`config.mk`:
```
export PLATFORM = sky130hd
export DESIGN_NAME = sfwc_regs
export DESIGN_NICKNAME = d
export VERILOG_FILES = /design/src/sfwc_pkg.sv /design/src/sfwc_duty_sel.sv /design/src/sfwc_regs.sv /design/src/sfwc_src_mux.sv
export SDC_FILE = /design/constraint.sdc
export NUM_CORES = 1
export LEC_CHECK = 0
export BUFFER_PORTS_ARGS = -buffer_cell sky130_fd_sc_hd__buf_2
export CAP_MARGIN = 40
export CORE_ASPECT_RATIO = 1.5
export CORE_MARGIN = 8
export CORE_UTILIZATION = 35
export CTS_CLUSTER_SIZE = 28
export DETAILED_ROUTE_END_ITERATION = 10
export PLACE_DENSITY_LB_ADDON = 0.05
export SLEW_MARGIN = 20
export SYNTH_ARGS = -nofsm -noshare
export SYNTH_HDL_FRONTEND = slang
export SYNTH_SLANG_ARGS = --single-unit
```
`constraint.sdc`:
```
create_clock -name hclk -period 3.8 [get_ports hclk]
set_input_delay 0.19 -clock hclk [delete_from_list [all_inputs] [get_ports hclk]]
set_output_delay 0.19 -clock hclk [all_outputs]
set_load 0.02 [all_outputs]
```
`src/sfwc_pkg.sv`:
```
// Constants shared by the system fan weighting register bank.
// Assumes one clock domain and an AHB-Lite master with word accesses.
`default_nettype none
package sfwc_pkg;
    localparam int NUM_REGS = 10;
    localparam int SRC_W    = 8;
    localparam int SRC_NUM  = 22;

    // Register indexes; byte address is four times the index
    localparam logic [7:0] IDX_POINT4_DUTY = 8'h67;
    localparam logic [7:0] IDX_WEIGHT_CFG  = 8'h68;
    localparam logic [7:0] IDX_TEMP_STEP   = 8'h69;
    localparam logic [7:0] IDX_STEP_TOL    = 8'h6a;
    localparam logic [7:0] IDX_DUTY_STEP   = 8'h6b;
    localparam logic [7:0] IDX_TEMP_BASE   = 8'h6c;
    localparam logic [7:0] IDX_DUTY_BASE   = 8'h6d;
    localparam logic [7:0] IDX_ERR_MODE    = 8'h6e;
    localparam logic [7:0] IDX_ERR_DUTY    = 8'h6f;
    localparam logic [7:0] IDX_CURVE_T1    = 8'h70;

    // Slots within the bank, in index order
    localparam logic [3:0] SLOT_POINT4 = 4'h0;
    localparam logic [3:0] SLOT_CFG    = 4'h1;
    localparam logic [3:0] SLOT_TSTEP  = 4'h2;
    localparam logic [3:0] SLOT_TOL    = 4'h3;
    localparam logic [3:0] SLOT_DSTEP  = 4'h4;
    localparam logic [3:0] SLOT_TBASE  = 4'h5;
    localparam logic [3:0] SLOT_DBASE  = 4'h6;
    localparam logic [3:0] SLOT_MODE   = 4'h7;
    localparam logic [3:0] SLOT_EDUTY  = 4'h8;
    localparam logic [3:0] SLOT_T1     = 4'h9;

    localparam logic [7:0] RESET_VALS [NUM_REGS] = '{
        8'he6, 8'h01, 8'h00, 8'h00, 8'h00, 8'h00, 8'h00, 8'h00, 8'hff, 8'h28};
    // Reserved bits are not stored and read as zero
    localparam logic [7:0] WMASK [NUM_REGS] = '{
        8'hff, 8'h9f, 8'hff, 8'hff, 8'hff, 8'hff, 8'hff, 8'h03, 8'hff, 8'hff};

    localparam int CFG_EN_BIT  = 7;
    localparam int CFG_SRC_MSB = 4;

    localparam logic [4:0] SRC_SYSTEM = 5'b0_0001;
    localparam logic [4:0] SRC_PROC   = 5'b0_0010;
    localparam logic [4:0] SRC_AUX    = 5'b0_0011;
    localparam logic [4:0] SRC_SMB0   = 5'b0_0100;
    localparam logic [4:0] SRC_AGENT0 = 5'b0_1100;
    localparam logic [4:0] SRC_CHIP0  = 5'b0_1110;
    localparam logic [4:0] SRC_BYTE   = 5'b1_0110;

    localparam logic [1:0] MODE_OFF    = 2'b00;
    localparam logic [1:0] MODE_PRESET = 2'b01;
    localparam logic [7:0] FULL_SPEED  = 8'hff;

    localparam logic [1:0] HTRANS_NONSEQ = 2'b10;
endpackage
`default_nettype wire

```
`src/sfwc_duty_sel.sv`:
```
// System fan output selection between curve result and error fallback.
// Assumes the curve duty and error flag are synchronous to the core clock.
`default_nettype none
module sfwc_duty_sel
    import sfwc_pkg::*;
(
    input  wire logic [1:0] error_mode,
    input  wire logic       thermal_error,
    input  wire logic [7:0] curve_duty,
    input  wire logic [7:0] preset_duty,
    output logic      [7:0] duty
);
    wire logic use_full   = error_mode[1] && thermal_error;
    wire logic use_preset = (error_mode == MODE_PRESET) && thermal_error;

    assign duty = use_full ? FULL_SPEED : (use_preset ? preset_duty : curve_duty);
endmodule
`default_nettype wire

```
`src/sfwc_regs.sv`:
```
// System fan weighting register bank with AHB-Lite slave port.
// Assumes a single clock, word accesses only, and inputs synchronous to hclk.
`default_nettype none
module sfwc_regs
    import sfwc_pkg::*;
(
    input  wire logic                     hclk,
    input  wire logic                     hresetn,
    input  wire logic                     hsel,
    input  wire logic [31:0]              haddr,
    input  wire logic [1:0]               htrans,
    input  wire logic                     hwrite,
    input  wire logic [2:0]               hsize,
    input  wire logic [31:0]              hwdata,
    input  wire logic                     hready,
    output logic                          hreadyout,
    output logic                          hresp,
    output logic      [31:0]              hrdata,
    input  wire logic [SRC_NUM*SRC_W-1:0] source_temps,
    input  wire logic [7:0]               curve_duty,
    input  wire logic                     processor_thermal_error,
    output logic                          sys_fan_weight_enable,
    output logic      [4:0]               weight_temp_source_select,
    output logic      [7:0]               weight_temp_step,
    output logic      [7:0]               weight_temp_step_tolerance,
    output logic      [7:0]               weight_duty_step,
    output logic      [7:0]               weight_temp_base,
    output logic      [7:0]               weight_duty_base,
    output logic      [7:0]               curve_point4_duty,
    output logic      [7:0]               curve_temp_point1,
    output logic      [7:0]               weight_source_temp,
    output logic                          weight_source_valid,
    output logic      [7:0]               system_fan_output
);
    // Maps a byte address onto {hit, slot}
    function automatic logic [4:0] addr_decode(input logic [31:0] addr);
        logic [7:0] idx;
        logic       hit;
        idx = addr[9:2];
        hit = (addr[31:10] == '0) && (idx >= IDX_POINT4_DUTY) && (idx <= IDX_CURVE_T1);
        addr_decode = {hit, 4'(idx - IDX_POINT4_DUTY)};
    endfunction

    logic [7:0]  regs_r [NUM_REGS];
    logic        wr_pend_r;
    logic        wr_hit_r;
    logic [3:0]  wr_slot_r;
    logic [31:0] hrdata_r;
    logic [31:0] hrdata_nxt;
    logic [7:0]  src_temp_r;
    logic        src_valid_r;
    logic [7:0]  fan_out_r;

    wire logic       addr_phase = hsel && hready && (htrans == HTRANS_NONSEQ || htrans == 2'b11);
    wire logic [4:0] a_dec      = addr_decode(haddr);
    wire logic       a_hit      = a_dec[4];
    wire logic [3:0] a_slot     = a_dec[3:0];
    wire logic       rd_take    = addr_phase && !hwrite;
    wire logic       wr_commit  = wr_pend_r && wr_hit_r;
    wire logic [7:0] wr_value   = hwdata[7:0] & WMASK[wr_slot_r];

    // A read right behind a write to the same slot sees the new value
    wire logic       fwd        = wr_commit && (wr_slot_r == a_slot);
    wire logic [7:0] rd_value   = fwd ? wr_value : regs_r[a_slot];

    assign hrdata_nxt = rd_take ? {24'h0000_00, a_hit ? rd_value : 8'h00} : hrdata_r;

    // Zero wait states and always OKAY; unmapped reads return zero
    assign hreadyout = 1'b1;
    assign hresp     = 1'b0;
    assign hrdata    = hrdata_r;

    always_ff @(posedge hclk or negedge hresetn) begin
        if (!hresetn) begin
            wr_pend_r <= 1'b0;
            wr_hit_r  <= 1'b0;
            wr_slot_r <= 4'h0;
            hrdata_r  <= 32'h0000_0000;
        end else begin
            wr_pend_r <= addr_phase && hwrite;
            wr_hit_r  <= a_hit;
            wr_slot_r <= a_slot;
            hrdata_r  <= hrdata_nxt;
        end
    end

    // Register storage; reserved bits are masked off at write
    generate
        for (genvar i = 0; i < NUM_REGS; i++) begin : g_reg
            always_ff @(posedge hclk or negedge hresetn) begin
                if (!hresetn) begin
                    regs_r[i] <= RESET_VALS[i];
                end else if (wr_commit && wr_slot_r == 4'(i)) begin
                    regs_r[i] <= wr_value;
                end
            end
        end
    endgenerate

    assign sys_fan_weight_enable      = regs_r[SLOT_CFG][CFG_EN_BIT];
    assign weight_temp_source_select  = regs_r[SLOT_CFG][CFG_SRC_MSB:0];
    assign weight_temp_step           = regs_r[SLOT_TSTEP];
    assign weight_temp_step_tolerance = regs_r[SLOT_TOL];
    assign weight_duty_step           = regs_r[SLOT_DSTEP];
    assign weight_temp_base           = regs_r[SLOT_TBASE];
    assign weight_duty_base           = regs_r[SLOT_DBASE];
    assign curve_point4_duty          = regs_r[SLOT_POINT4];
    assign curve_temp_point1          = regs_r[SLOT_T1];

    logic [7:0] sel_temp;
    logic       sel_valid;
    logic [7:0] duty_sel;

    sfwc_src_mux u_src_mux (
        .source_temps  (source_temps),
        .select_code   (weight_temp_source_select),
        .selected_temp (sel_temp),
        .select_valid  (sel_valid)
    );

    sfwc_duty_sel u_duty_sel (
        .error_mode    (regs_r[SLOT_MODE][1:0]),
        .thermal_error (processor_thermal_error),
        .curve_duty    (curve_duty),
        .preset_duty   (regs_r[SLOT_EDUTY]),
        .duty          (duty_sel)
    );

    // Registered so downstream arithmetic never sees a mid-write glitch
    always_ff @(posedge hclk or negedge hresetn) begin
        if (!hresetn) begin
            src_temp_r  <= 8'h00;
            src_valid_r <= 1'b0;
            fan_out_r   <= 8'h00;
        end else begin
            src_temp_r  <= sel_temp;
            src_valid_r <= sel_valid;
            fan_out_r   <= duty_sel;
        end
    end

    assign weight_source_temp  = src_temp_r;
    assign weight_source_valid = src_valid_r;
    assign system_fan_output   = fan_out_r;

    // Helper state for the checks below
    logic       rd_pend_r;
    logic [3:0] rd_slot_r;
    logic       rd_hit_r;

    always_ff @(posedge hclk or negedge hresetn) begin
        if (!hresetn) begin
            rd_pend_r <= 1'b0;
            rd_slot_r <= 4'h0;
            rd_hit_r  <= 1'b0;
        end else begin
            rd_pend_r <= rd_take;
            rd_slot_r <= a_slot;
            rd_hit_r  <= a_hit;
        end
    end

    wire logic [4:0]             cur_code = weight_temp_source_select;
    wire logic [4:0]             cur_slot = cur_code - 5'h01;
    wire logic [SRC_W-1:0]       exp_temp = source_temps[cur_slot*SRC_W +: SRC_W];
    wire logic [1:0]             err_mode = regs_r[SLOT_MODE][1:0];

    AST_WEIGHT_EN_WRITE: assert property (@(posedge hclk) disable iff (!hresetn)
        wr_commit && wr_slot_r == SLOT_CFG |=> sys_fan_weight_enable == $past(hwdata[7]))
        else $error("weight enable did not follow config write");

    AST_SRC_SEL_WRITE: assert property (@(posedge hclk) disable iff (!hresetn)
        wr_commit && wr_slot_r == SLOT_CFG |=> weight_temp_source_select == $past(hwdata[4:0]))
        else $error("source select did not follow config write");

    AST_CFG_RESERVED: assert property (@(posedge hclk) disable iff (!hresetn)
        rd_pend_r && rd_hit_r && rd_slot_r == SLOT_CFG |-> hrdata[6:5] == 2'b00)
        else $error("reserved config bits read nonzero");

    // The sampled hresetn term skips the attempt on the edge that releases reset,
    // where the output flops are still held but the disable has already dropped
    AST_SRC_ROUTE: assert property (@(posedge hclk) disable iff (!hresetn)
        hresetn && cur_code >= SRC_SYSTEM && cur_code <= SRC_BYTE
        |=> weight_source_valid && weight_source_temp == $past(exp_temp))
        else $error("selected temperature not routed");

    AST_SRC_INVALID: assert property (@(posedge hclk) disable iff (!hresetn)
        hresetn && (cur_code == 5'h00 || cur_code > SRC_BYTE)
        |=> !weight_source_valid && weight_source_temp == 8'h00)
        else $error("invalid source code produced a temperature");

    AST_MODE_OFF: assert property (@(posedge hclk) disable iff (!hresetn)
        hresetn && err_mode == MODE_OFF |=> system_fan_output == $past(curve_duty))
        else $error("error mode off did not pass curve duty");

    AST_MODE_FULL: assert property (@(posedge hclk) disable iff (!hresetn)
        hresetn && err_mode[1] && processor_thermal_error |=> system_fan_output == FULL_SPEED)
        else $error("full speed mode did not force full duty");

    AST_MODE_PRESET: assert property (@(posedge hclk) disable iff (!hresetn)
        hresetn && err_mode == MODE_PRESET && processor_thermal_error
        |=> system_fan_output == $past(regs_r[SLOT_EDUTY]))
        else $error("preset mode did not output preset duty");

    AST_RESET_VALUES: assert property (@(posedge hclk)
        !hresetn |=> !hresetn || (regs_r[SLOT_EDUTY] == 8'hff && curve_point4_duty == 8'he6
        && curve_temp_point1 == 8'h28 && regs_r[SLOT_CFG] == 8'h01))
        else $error("reset value wrong after reset");

    AST_WRITE_READBACK: assert property (@(posedge hclk) disable iff (!hresetn)
        wr_commit |=> regs_r[$past(wr_slot_r)] == ($past(hwdata[7:0]) & WMASK[$past(wr_slot_r)]))
        else $error("written value not stored");

    AST_READ_DATA: assert property (@(posedge hclk) disable iff (!hresetn)
        rd_take && a_hit && !fwd |=> hrdata == {24'h0000_00, $past(regs_r[a_slot])})
        else $error("read data does not match register");

    AST_UNMAPPED_ZERO: assert property (@(posedge hclk) disable iff (!hresetn)
        rd_take && !a_hit |=> hrdata == 32'h0000_0000)
        else $error("unmapped read returned nonzero");

    // Each of the eight full-width registers follows a write to its own slot
    AST_PRESET_WRITE: assert property (@(posedge hclk) disable iff (!hresetn)
        wr_commit && wr_slot_r == SLOT_EDUTY |=> regs_r[SLOT_EDUTY] == $past(hwdata[7:0]))
        else $error("preset duty not written");

    AST_DUTY_BASE_WRITE: assert property (@(posedge hclk) disable iff (!hresetn)
        wr_commit && wr_slot_r == SLOT_DBASE |=> weight_duty_base == $past(hwdata[7:0]))
        else $error("duty base not written");

    AST_TEMP_BASE_WRITE: assert property (@(posedge hclk) disable iff (!hresetn)
        wr_commit && wr_slot_r == SLOT_TBASE |=> weight_temp_base == $past(hwdata[7:0]))
        else $error("temperature base not written");

    AST_TEMP_STEP_WRITE: assert property (@(posedge hclk) disable iff (!hresetn)
        wr_commit && wr_slot_r == SLOT_TSTEP |=> weight_temp_step == $past(hwdata[7:0]))
        else $error("temperature step not written");

    AST_DUTY_STEP_WRITE: assert property (@(posedge hclk) disable iff (!hresetn)
        wr_commit && wr_slot_r == SLOT_DSTEP |=> weight_duty_step == $past(hwdata[7:0]))
        else $error("weight step not written");

    AST_TOLERANCE_WRITE: assert property (@(posedge hclk) disable iff (!hresetn)
        wr_commit && wr_slot_r == SLOT_TOL |=> weight_temp_step_tolerance == $past(hwdata[7:0]))
        else $error("tolerance not written");

    AST_POINT4_WRITE: assert property (@(posedge hclk) disable iff (!hresetn)
        wr_commit && wr_slot_r == SLOT_POINT4 |=> curve_point4_duty == $past(hwdata[7:0]))
        else $error("point 4 duty not written");

    AST_CURVE_T1_WRITE: assert property (@(posedge hclk) disable iff (!hresetn)
        wr_commit && wr_slot_r == SLOT_T1 |=> curve_temp_point1 == $past(hwdata[7:0]))
        else $error("curve temperature 1 not written");

    AST_MODE_RESERVED: assert property (@(posedge hclk) disable iff (!hresetn)
        rd_pend_r && rd_hit_r && rd_slot_r == SLOT_MODE |-> hrdata[7:2] == 6'h00)
        else $error("reserved mode bits read nonzero");

    AST_RESET_ZERO: assert property (@(posedge hclk)
        !hresetn |=> !hresetn || (weight_temp_step == 8'h00 && weight_duty_step == 8'h00
        && weight_temp_base == 8'h00 && weight_duty_base == 8'h00 && !sys_fan_weight_enable))
        else $error("zero reset value wrong after reset");

    AST_REGS_HOLD: assert property (@(posedge hclk) disable iff (!hresetn)
        hresetn && !wr_commit |=> $stable(weight_temp_step_tolerance) && $stable(curve_point4_duty)
        && $stable(curve_temp_point1) && $stable(weight_duty_base))
        else $error("register changed without a write");

    // Fixed byte lanes per code, independent of the mux arithmetic
    AST_LANE_SYSTEM: assert property (@(posedge hclk) disable iff (!hresetn)
        hresetn && cur_code == SRC_SYSTEM |=> weight_source_temp == $past(source_temps[7:0]))
        else $error("system input lane wrong");

    AST_LANE_PROC: assert property (@(posedge hclk) disable iff (!hresetn)
        hresetn && cur_code == SRC_PROC |=> weight_source_temp == $past(source_temps[15:8]))
        else $error("processor input lane wrong");

    AST_LANE_AUX: assert property (@(posedge hclk) disable iff (!hresetn)
        hresetn && cur_code == SRC_AUX |=> weight_source_temp == $past(source_temps[23:16]))
        else $error("auxiliary input lane wrong");

    AST_LANE_SMB0: assert property (@(posedge hclk) disable iff (!hresetn)
        hresetn && cur_code == SRC_SMB0 |=> weight_source_temp == $past(source_temps[31:24]))
        else $error("first bus reading lane wrong");

    AST_LANE_SMB7: assert property (@(posedge hclk) disable iff (!hresetn)
        hresetn && cur_code == 5'h0b |=> weight_source_temp == $past(source_temps[87:80]))
        else $error("last bus reading lane wrong");

    AST_LANE_AGENT0: assert property (@(posedge hclk) disable iff (!hresetn)
        hresetn && cur_code == SRC_AGENT0 |=> weight_source_temp == $past(source_temps[95:88]))
        else $error("agent 0 lane wrong");

    AST_LANE_AGENT1: assert property (@(posedge hclk) disable iff (!hresetn)
        hresetn && cur_code == 5'h0d |=> weight_source_temp == $past(source_temps[103:96]))
        else $error("agent 1 lane wrong");

    AST_LANE_CHIP0: assert property (@(posedge hclk) disable iff (!hresetn)
        hresetn && cur_code == SRC_CHIP0 |=> weight_source_temp == $past(source_temps[111:104]))
        else $error("first chipset lane wrong");

    AST_LANE_CHIP7: assert property (@(posedge hclk) disable iff (!hresetn)
        hresetn && cur_code == 5'h15 |=> weight_source_temp == $past(source_temps[167:160]))
        else $error("last chipset lane wrong");

    AST_LANE_BYTE: assert property (@(posedge hclk) disable iff (!hresetn)
        hresetn && cur_code == SRC_BYTE |=> weight_source_temp == $past(source_temps[175:168]))
        else $error("byte value lane wrong");

    COV_CFG_WRITE: cover property (@(posedge hclk) disable iff (!hresetn)
        wr_commit && wr_slot_r == SLOT_CFG);

    COV_PRESET_OUT: cover property (@(posedge hclk) disable iff (!hresetn)
        err_mode == MODE_PRESET && processor_thermal_error ##1 system_fan_output != curve_duty);

    COV_FULL_OUT: cover property (@(posedge hclk) disable iff (!hresetn)
        err_mode == 2'b11 && processor_thermal_error);

    COV_WRITE_THEN_READ: cover property (@(posedge hclk) disable iff (!hresetn)
        fwd && rd_take);

    COV_SOURCE_INVALID: cover property (@(posedge hclk) disable iff (!hresetn)
        cur_code > SRC_BYTE);

    // hsize is accepted but only whole-word transfers are expected
    wire logic unused_ok = ^{hsize, haddr[1:0]};
endmodule
`default_nettype wire

```
`src/sfwc_src_mux.sv`:
```
// Weighting temperature source selector.
// Assumes source_temps packs code 1 in the low byte up to code 22.
`default_nettype none
module sfwc_src_mux
    import sfwc_pkg::*;
(
    input  wire logic [SRC_NUM*SRC_W-1:0] source_temps,
    input  wire logic [4:0]               select_code,
    output logic      [SRC_W-1:0]         selected_temp,
    output logic                          select_valid
);
    wire logic [4:0] slot = select_code - 5'h01;

    // Code 0 and codes above the byte-wide source select nothing
    assign select_valid  = (select_code >= SRC_SYSTEM) && (select_code <= SRC_BYTE);
    assign selected_temp = select_valid ? source_temps[slot*SRC_W +: SRC_W] : '0;
endmodule
`default_nettype wire

```
# After elaboration in Yosys (flattened, before gate mapping)
# Memory sizes are Yosys's and may differ from the RTL's.
# Index checks and enable logic that the tools add are counted.
[classes] add_sub_neg=2 n_lt_le_gt_ge=6 eq_ne=13 n_shift=1 muxes=10 bitwise_logic=3 n_reduce_logical=25
[op_table] operator="variable part select 176 x 9 -> 8 bit" count=1
[op_table] operator="two-way mux 8 bit" count=9
[op_table] operator="binary-select mux 8 bit (select 4 bit)" count=1
[op_table] operator="logical NOT 22 bit" count=1
[op_table] operator="logical AND 1 bit" count=21
[op_table] operator="== test 4 x 3 -> 1 bit, second input constant" count=4
[op_table] operator="greater-or-equal comparator 5 bit, second input constant" count=2
[op_table] operator="NOT 4 -> 5 bit" count=2
[op_table] operator="bitwise AND 8 bit" count=1
[op_table] operator="== test 4 x 2 -> 1 bit, second input constant" count=2
[op_table] operator="== test 4 bit, second input constant" count=2
[op_table] operator="greater-or-equal comparator 8 x 7 -> 1 bit, second input constant" count=1
[op_table] operator="less-or-equal comparator 8 x 7 -> 1 bit, second input constant" count=1
[op_table] operator="greater-or-equal comparator 5 x 1 -> 1 bit, second input constant" count=1
[op_table] operator="less-or-equal comparator 5 bit, second input constant" count=1
[op_table] operator="subtractor 5 x 1 -> 5 bit, second input constant" count=1
[op_table] operator="== test 2 bit, second input constant" count=2
[op_table] operator="== test 4 x 1 -> 1 bit, second input constant" count=1
[op_table] operator="== test 4 bit" count=1
[op_table] operator="logical NOT 4 bit" count=1
[op_table] operator="subtractor 4 x 3 -> 4 bit, second input constant" count=1
[op_table] operator="== test 2 x 1 -> 1 bit, second input constant" count=1
[op_table] operator="logical NOT 1 bit" count=1
[op_table] operator="logical OR 1 bit" count=1
[totals] regBits=111 romBits=128 input_bits=259 elab_cells=78 mem_count=1
[memory_table] name="(no name shown)" words=16 word_bits=8 read_ports=1 rd_clocked_by_memory_dff=0 wr=0 line_no="sfwc_regs.sv:60" source="wire logic [7:0] wr_value = hwdata[7:0] & WMASK[wr_slot_r];"

# Longest topological paths before layout
# Gate-level depths: netlist of the first run.
[depth] ltp_word=7 depth_mapped=11 mapped_depth_nobuf=7

# Cells and area by module
# From an unflattened synthesis of the first run, not the netlist that was laid out.
[hier_totals] hier_cells=682 hier_area_um2=7747.4
[by_module_without_submodules] mod="sfwc_regs" instances=1 cells_per_inst=493 area_each_um2=5639.2 seq_area_each_um2=2797.7
[by_module_without_submodules] mod="sfwc_src_mux" instances=1 cells_per_inst=154 area_each_um2=1866.8 seq_area_each_um2=0.0
[by_module_without_submodules] mod="sfwc_duty_sel" instances=1 cells_per_inst=35 area_each_um2=241.5 seq_area_each_um2=0.0

# Worst setup path before layout of the first run
# OpenSTA, ideal clock, no wires.
[synth_timing] path_type="reg-to-reg" from="register regs_r, in the netlist weight_temp_source_select[0]" to="register src_temp_r[5] (netlist: weight_source_temp[5])" arrival_time_ns=2.640 required_ns=3.658 setup_slack_ns=1.017 path_stages_with_launch=12 path_cell_list="dfstp_2 -> buf_6 -> buf_6 -> buf_6 -> inv_1 -> ha_1 -> buf_2 -> clkbuf_1 -> mux4_2 -> and2_1 -> a211oi_1 -> a211oi_2"
[synth_between] elab_chain_cells=3 elab_cells_between_ends=6
[synth_rtl] item="start, declared" line_no="sfwc_regs.sv:44" source="logic [7:0] regs_r [NUM_REGS];"
[synth_rtl] item="start signal, assigned by index" line_no="sfwc_regs.sv:92" source="regs_r[i] <= RESET_VALS[i];"
[synth_rtl] item="start signal, assigned by index" line_no="sfwc_regs.sv:94" source="regs_r[i] <= wr_value;"
[synth_rtl] item="subtractor 5 x 1 -> 5 bit, or another cell as far along"
[synth_rtl] item="variable part select 176 x 9 -> 8 bit or logical AND 1 bit (tied branches)"
[synth_rtl] item="two-way mux 8 bit (*)" line_no="sfwc_src_mux.sv:16" source="assign selected_temp = select_valid ? source_temps[slot*SRC_W +: SRC_W] : '0;"
[synth_rtl] item="via sel_temp[5]" line_no="sfwc_regs.sv:110" source="logic [7:0] sel_temp;"
[synth_rtl] item="end signal, assigned" line_no="sfwc_regs.sv:136" source="src_temp_r <= sel_temp;"
[synth_rtl] item="end, declared" line_no="sfwc_regs.sv:50" source="logic [7:0] src_temp_r;"
# The timed path passes the listed nets; every way through them passes the cells marked *.
# A chain may end at the register's enable or synchronous reset.

# Final worst setup path of the first run
[layout_timing] from="register regs_r, in the netlist weight_temp_source_select[1]" to="register src_temp_r[7] (netlist: weight_source_temp[7])"
# The elaborated chain is that of the path after synthesis.

==> qor.txt, run 1 <==
final hold violation count: 0
Synth area leader: dfrtp_1
hold buffers post-CTS: 1
GRT Total Usage: 22.1%
max-cap viol count: 0
Area Growth Syn to Fin: 22.1%
Final Non-Filler Cells: 1176
Port Buf Inserts: 315
post-CTS resize count: 0
Peak Freq: 380 MHz
DRT antenna net count: 0
Syn Inst Count: 661
1st-iter DRT viols: 227
unrepaired setup endpoints after global routing: false
Post-synth EDFFs: 0
initial antenna violation count: 10
vias in the first global route: 6916
setup_tns: 0 ns
Reg area: 0.00280 sq mm
vias: 6169
syn_area_per_cell: 11.2 sq um
share of cells above drive strength 1: 51.7%
Critical Path, Cell by Cell: inv_1 -> ha_1 -> xor2_4 -> buf_4 -> nand2_1 -> a21oi_1 -> o21ai_0 -> a211oi_1
FFs w/ async S/R, synth: 100%
final setup fails: 0
Placement Setup Slack: 1.03 ns
min cycle time layout: 2.63 ns
global-route wire length before repair: 43500 um
crit share post-route: 69.3%
most frequent cells in the layout: buf_2, dfrtp_1, nand2_1
RePlAce Congestion: 0.935
I/O pins: 372
Initial DRT Pass Iterations: 4
CTS H-Tree Depth: 3
peak supply drop: 0.000207 V
Util after Layout: 43.1%
commonest non-fill, non-tap cell in the layout: buf_2
HPWL Detailed: 24100 um
Max Fanout on Critical Path: 19
Final Instance Area: 0.00901 sq mm
Reg clk slew, reported paths: 0.08 ns
Total Power: 2.83 mW
crit-path leading delay family: compound AO/OA/AOI/OAI gates
DR WL/cell: 24.7 um
Leak: 4.44 nW
postcts setup bufs: 0
Unique masters post-synth: 57
gr ovfl total: 0
Synth area leaders: dfrtp_1, mux4_2, buf_4
die area: 0.0261 sq mm
Rows: 65
Worst-Skew Late Latency: 0.35 ns
final hold slack: 0.0120 ns
reg2reg setup slack: 1.17 ns
Initial Util: 35.3%
Remaining DRCs: 0
Tightest Pin Transition: 0.858 ns
TritonCTS clock tree: built
Setup crit end kind: register
CP Buf/Inv Count: 2
HP Class: in2reg
Clock Sinks: 111
Final #Nets: 1162
crit path kind: reg2reg
Fill cells: 2082
Area after DPL: 0.00863 sq mm
outcome: completed
clock root buffer master: clkbuf_16
post-synthesis sequential area ratio: 37.9%
crit path DAT: 2.88 ns
final wirelength: 29100 um
largest net degree at the start of global routing: 50
Critical Path RT: 4.04 ns
die width: 135 um
Mapped Area: 0.00738 sq mm
CTS Buf Count: 9
Post-synth top flop: dfrtp_1
Critical-path top delay cell: dfrtp_1
CP startpoint kind: register
Worst path max stage delay: 0.55 ns
core area: 0.0209 sq mm
deepest clock path buffer count: 2
routed vias/inst: 5.25
Multi-input gate area: 0.00378 sq mm
Ys Warns: 0
Synth Register Bits: 111
clock skew: 0.00723 ns
post-synth top area share: 32.2%
count of final max-slew check failures: 0
fin worst setup slack: 1.17 ns
Pwr Density: 314 mW/mm^2
max_slew headroom: 42.8%
Placed Cells: 1152
Chip Height: 194 um
[cell families (layout without fill, tap and decap cells)]
kind of cell	after synthesis	count (layout)	synth area share (%)
and+or+nand+nor	150	150	9.98
DFF	111	111	37.9
xor gates and xnor gates	12	12	1.93
AOI/OAI and AO/OA	128	128	12.3
adders and majority gates	5	5	0.848
buffers and inverters	136	354	12.3
muxes	117	117	24.6
other	2	31	0.102
[flip-flops by register name, indices dropped and copies added, names as in the netlist]
signal	count
weight_temp_step	8
weight_source_temp	8
weight_duty_step	8
weight_temp_base	8
wr_slot_r	4
system_fan_output	8
sys_fan_weight_enable	1
weight_duty_base	8
curve_point4_duty	8
curve_temp_point1	8
wr_pend_r	1
regs_r	16
weight_temp_step_tolerance	8
hrdata	8
weight_source_valid	1
wr_hit_r	1
err_mode	2
weight_temp_source_select	5
[synth_stat cells (6+ instances only)]
cell and number:
a211oi_1 15, a21oi_1 16, a221o_1 7, a2bb2oi_1 7, and2_1 16, buf_2 12
buf_4 90, buf_6 6, clkbuf_1 17, dfrtp_1 95, dfstp_2 16, inv_1 6
mux2_2 44, mux2i_1 24, mux4_2 47, nand2_1 89, nor2_1 6, nor2b_1 6
o211ai_1 9, o21ai_0 32, o21ai_1 10, o221ai_1 8, o22a_1 16
[worst register-to-register path, cell delays in order, from the launching register on]
cell and delay (ns):
dfrtp_1 0.55, inv_1 0.13, ha_1 0.30, xor2_4 0.49
buf_4 0.38, nand2_1 0.09, a21oi_1 0.14, o21ai_0 0.15
a211oi_1 0.31
[per-layer routing]
layer  part of all wire (%)  GRT usage, %
met5                   0.20             0
met4                    2.6          7.27
met3                     11          8.01
met2                     51          39.5
met1                     36          23.3
[final cells by class]
class	count	area share, %
Timing Repair Buffer	330	19.2
Antenna cell	5	0.139
Clock inverter	7	1.15
Tap cell	268	3.72
Clock buffer	9	2.50
Multi-Input combinational cell	438	41.9
Inverter	8	0.333
Sequential cell	111	31.0
[final timing paths]
path | to | startpoint | cells after the start
max in group asynchronous | curve_point4_duty[1]$_DFFE_PN1P_ | hresetn | 4
max | weight_source_temp[7]$_DFF_PN0_ | weight_temp_source_select[1]$_DFFE_PN0P_ | 8
min in group asynchronous | curve_temp_point1[2]$_DFFE_PN0P_ | hresetn | 2
max reg2reg | weight_source_temp[7]$_DFF_PN0_ | weight_temp_source_select[1]$_DFFE_PN0P_ | 8
min | wr_slot_r[0]$_DFF_PN0_ | haddr[2] | 2
min reg2reg | regs_r[69]$_DFFE_PN0P_ | regs_r[69]$_DFFE_PN0P_ | 1
[power breakdown]
part	internal, mW	total, mW	switching, mW
Sequential	1.20	1.21	0.0167
Clock	0.590	1.06	0.468
Combinational	0.258	0.554	0.296
(Power assumes the default switching activity.)
==> inputs of run 2 (changes only) <==
Clock period 3.8 ns to 2.3 ns, I/O delays scaled along.
==> run 2 against run 1 <==
Net effect: register-to-register slack got worse by 1.2 ns; non-clock buffer count grew 25; die area is the same; critical endpoint is now weight_source_temp[2]$_DFF_PN0_; highest routed layer unchanged.
==> qor.txt, run 2 (synthesis results as in run 1) <==
gr ovfl total: 0 (unchanged)
number of flip-flops under the largest register name: 16 (unchanged)
Max Fanout on Critical Path: 8 (-11)
Critical Path RT: 2.56 ns (-1.48 ns)
Port Buf Inserts: 315 (unchanged)
CP Buf/Inv Count: 1 (-1)
Initial DRT Pass Iterations: 4 (unchanged)
initial antenna violation count: 4 (-6)
crit path kind: reg2reg
final hold violation count: 0 (unchanged)
routed vias/inst: 5.27 (+0.44%)
die area: 0.0261 sq mm (unchanged)
crit path DAT: 2.55 ns (-0.33 ns)
clock skew: 0.0102 ns (+0.00294 ns)
CTS Buf Count: 9 (unchanged)
share of cells above drive strength 1: 54.0% (+2.3 points)
Util after Layout: 44.5% (+1.4 points)
Placed Cells: 1175 (+2.0%)
crit-path leading delay family: compound AO/OA/AOI/OAI gates
Reg clk slew, reported paths: 0.08 ns (about the same)
CTS H-Tree Depth: 3 (unchanged)
deepest clock path buffer count: 2 (unchanged)
DRT antenna net count: 0 (unchanged)
Final Instance Area: 0.00930 sq mm (+3.1%)
final setup fails: 0 (unchanged)
Worst path max stage delay: 0.61 ns (+0.06 ns)
Pwr Density: 499 mW/mm^2 (+59%)
largest net degree at the start of global routing: 40 (-20%)
Initial Util: 35.3% (unchanged)
Final #Nets: 1187 (+2.2%)
DR WL/cell: 24.9 um (+0.71%)
most frequent cells in the layout: buf_2, dfrtp_1, nand2_1
max_slew headroom: 60.5% (+18 points)
1st-iter DRT viols: 257 (+13%)
count of final max-slew check failures: 0 (unchanged)
I/O pins: 372 (unchanged)
TritonCTS clock tree: built
HPWL Detailed: 24800 um (+3.0%)
crit share post-route: 99.4% (+30 points)
Area after DPL: 0.00890 sq mm (+3.2%)
CP startpoint kind: register
Area Growth Syn to Fin: 25.9%
peak supply drop: 0.000337 V (+63%)
die width: 135 um (unchanged)
clock root buffer master: clkbuf_16
HP Class: in2reg
vias in the first global route: 6865 (-0.74%)
Worst-Skew Late Latency: 0.36 ns (about the same)
RePlAce Congestion: 0.917 (-1.9%)
vias: 6307 (+2.2%)
Leak: 4.58 nW (+3.2%)
Critical-path top delay cell: dfstp_2
unrepaired setup endpoints after global routing: true
max-cap viol count: 0 (unchanged)
Peak Freq: 437 MHz (+15%)
min cycle time layout: 2.29 ns (-0.347 ns)
Rows: 65 (unchanged)
GRT Total Usage: 22.5% (+0.43 points)
setup_tns: 0 ns (unchanged)
Tightest Pin Transition: 0.593 ns (-0.265 ns)
final wirelength: 29800 um (+2.5%)
Final Non-Filler Cells: 1197 (+1.8%)
Setup crit end kind: register
commonest non-fill, non-tap cell in the layout: buf_2
Chip Height: 194 um (unchanged)
Clock Sinks: 111 (unchanged)
Critical Path, Cell by Cell: inv_6 -> ha_4 -> nor3b_4 -> xor2_4 -> a221oi_4 -> o21ai_1 -> a211oi_1
global-route wire length before repair: 43900 um (+0.84%)
postcts setup bufs: 0 (unchanged)
core area: 0.0209 sq mm (unchanged)
final hold slack: 0.00915 ns (-0.00289 ns)
outcome: completed
Largest Register: regs_r
Remaining DRCs: 0 (unchanged)
-- run 2: changes by cell type in the layout (fill, tap and decap cells not counted), sizes merged --
cell,before,now
buf,329,350
bufinv,2,1
clkinv,1,2
clkinvlp,1,0
diode,5,1
dlygate4sd3,1,5
inv,11,12
-- run 2: cell type report --
class	count	area, sq um
Fill cell	2021	11600
Tap cell	268	335
Inverter	8	35.0
Multi-Input combinational cell	438	3870
Timing Repair Buffer	355	1940
Clock inverter	7	85.1
Clock buffer	9	225
Sequential cell	111	2800
Antenna cell	1	2.50
-- run 2: power by group --
| group | internal [mW] | switching [mW] |
|---|---|---|
| Sequential | 1.98 | 0.0279 |
| Combinational | 0.457 | 0.507 |
| Clock | 0.870 | 0.796 |
-- run 2: routing by layer --
metal  share of wire, %  track usage [%]  vias to the layer above
met1                 36             23.9                     3071
met2                 52             40.3                      325
met3                8.4             6.59                       56
li1                   -                -                     2849
met4                3.5             9.52                        6
met5               0.11                0                        -
-- run 2: per-stage QoR --
step           worst slack [ns]  total power [mW]
2_1_floorplan          -0.00625              2.61
3_3_place_gp             0.0672              2.99
3_5_place_dp             0.0723              3.00
4_1_cts                  0.0110              4.69
5_1_grt                 -0.0286              4.82
6_report                 0.0127              4.64
-- run 2: timing repair --
item                                   in CTS  in global routing
endpoints found under the hold margin      38                  0
gates resized for setup                     0                  6
setup endpoints to repair                   0                  8
hold buffers                                5                  0
-- run 2: worst paths after layout --
kind | from | slack (ns) | cells after the start | endpoint
hold / removal | curve_duty[0] | 0.009 | 2 | system_fan_output[0]$_DFF_PN0_
max in group asynchronous | hresetn | 1.29 | 3 | curve_temp_point1[5]$_DFFE_PN1P_
setup reg to reg | weight_temp_source_select[0]$_DFFE_PN1P_ | 0.01 | 7 | weight_source_temp[2]$_DFF_PN0_
min in group asynchronous | hresetn | 0.32 | 2 | weight_source_valid$_DFF_PN0_
hold reg to reg | curve_point4_duty[5]$_DFFE_PN1P_ | 0.49 | 2 | curve_point4_duty[5]$_DFFE_PN1P_
setup / recovery | weight_temp_source_select[0]$_DFFE_PN1P_ | 0.01 | 7 | weight_source_temp[2]$_DFF_PN0_
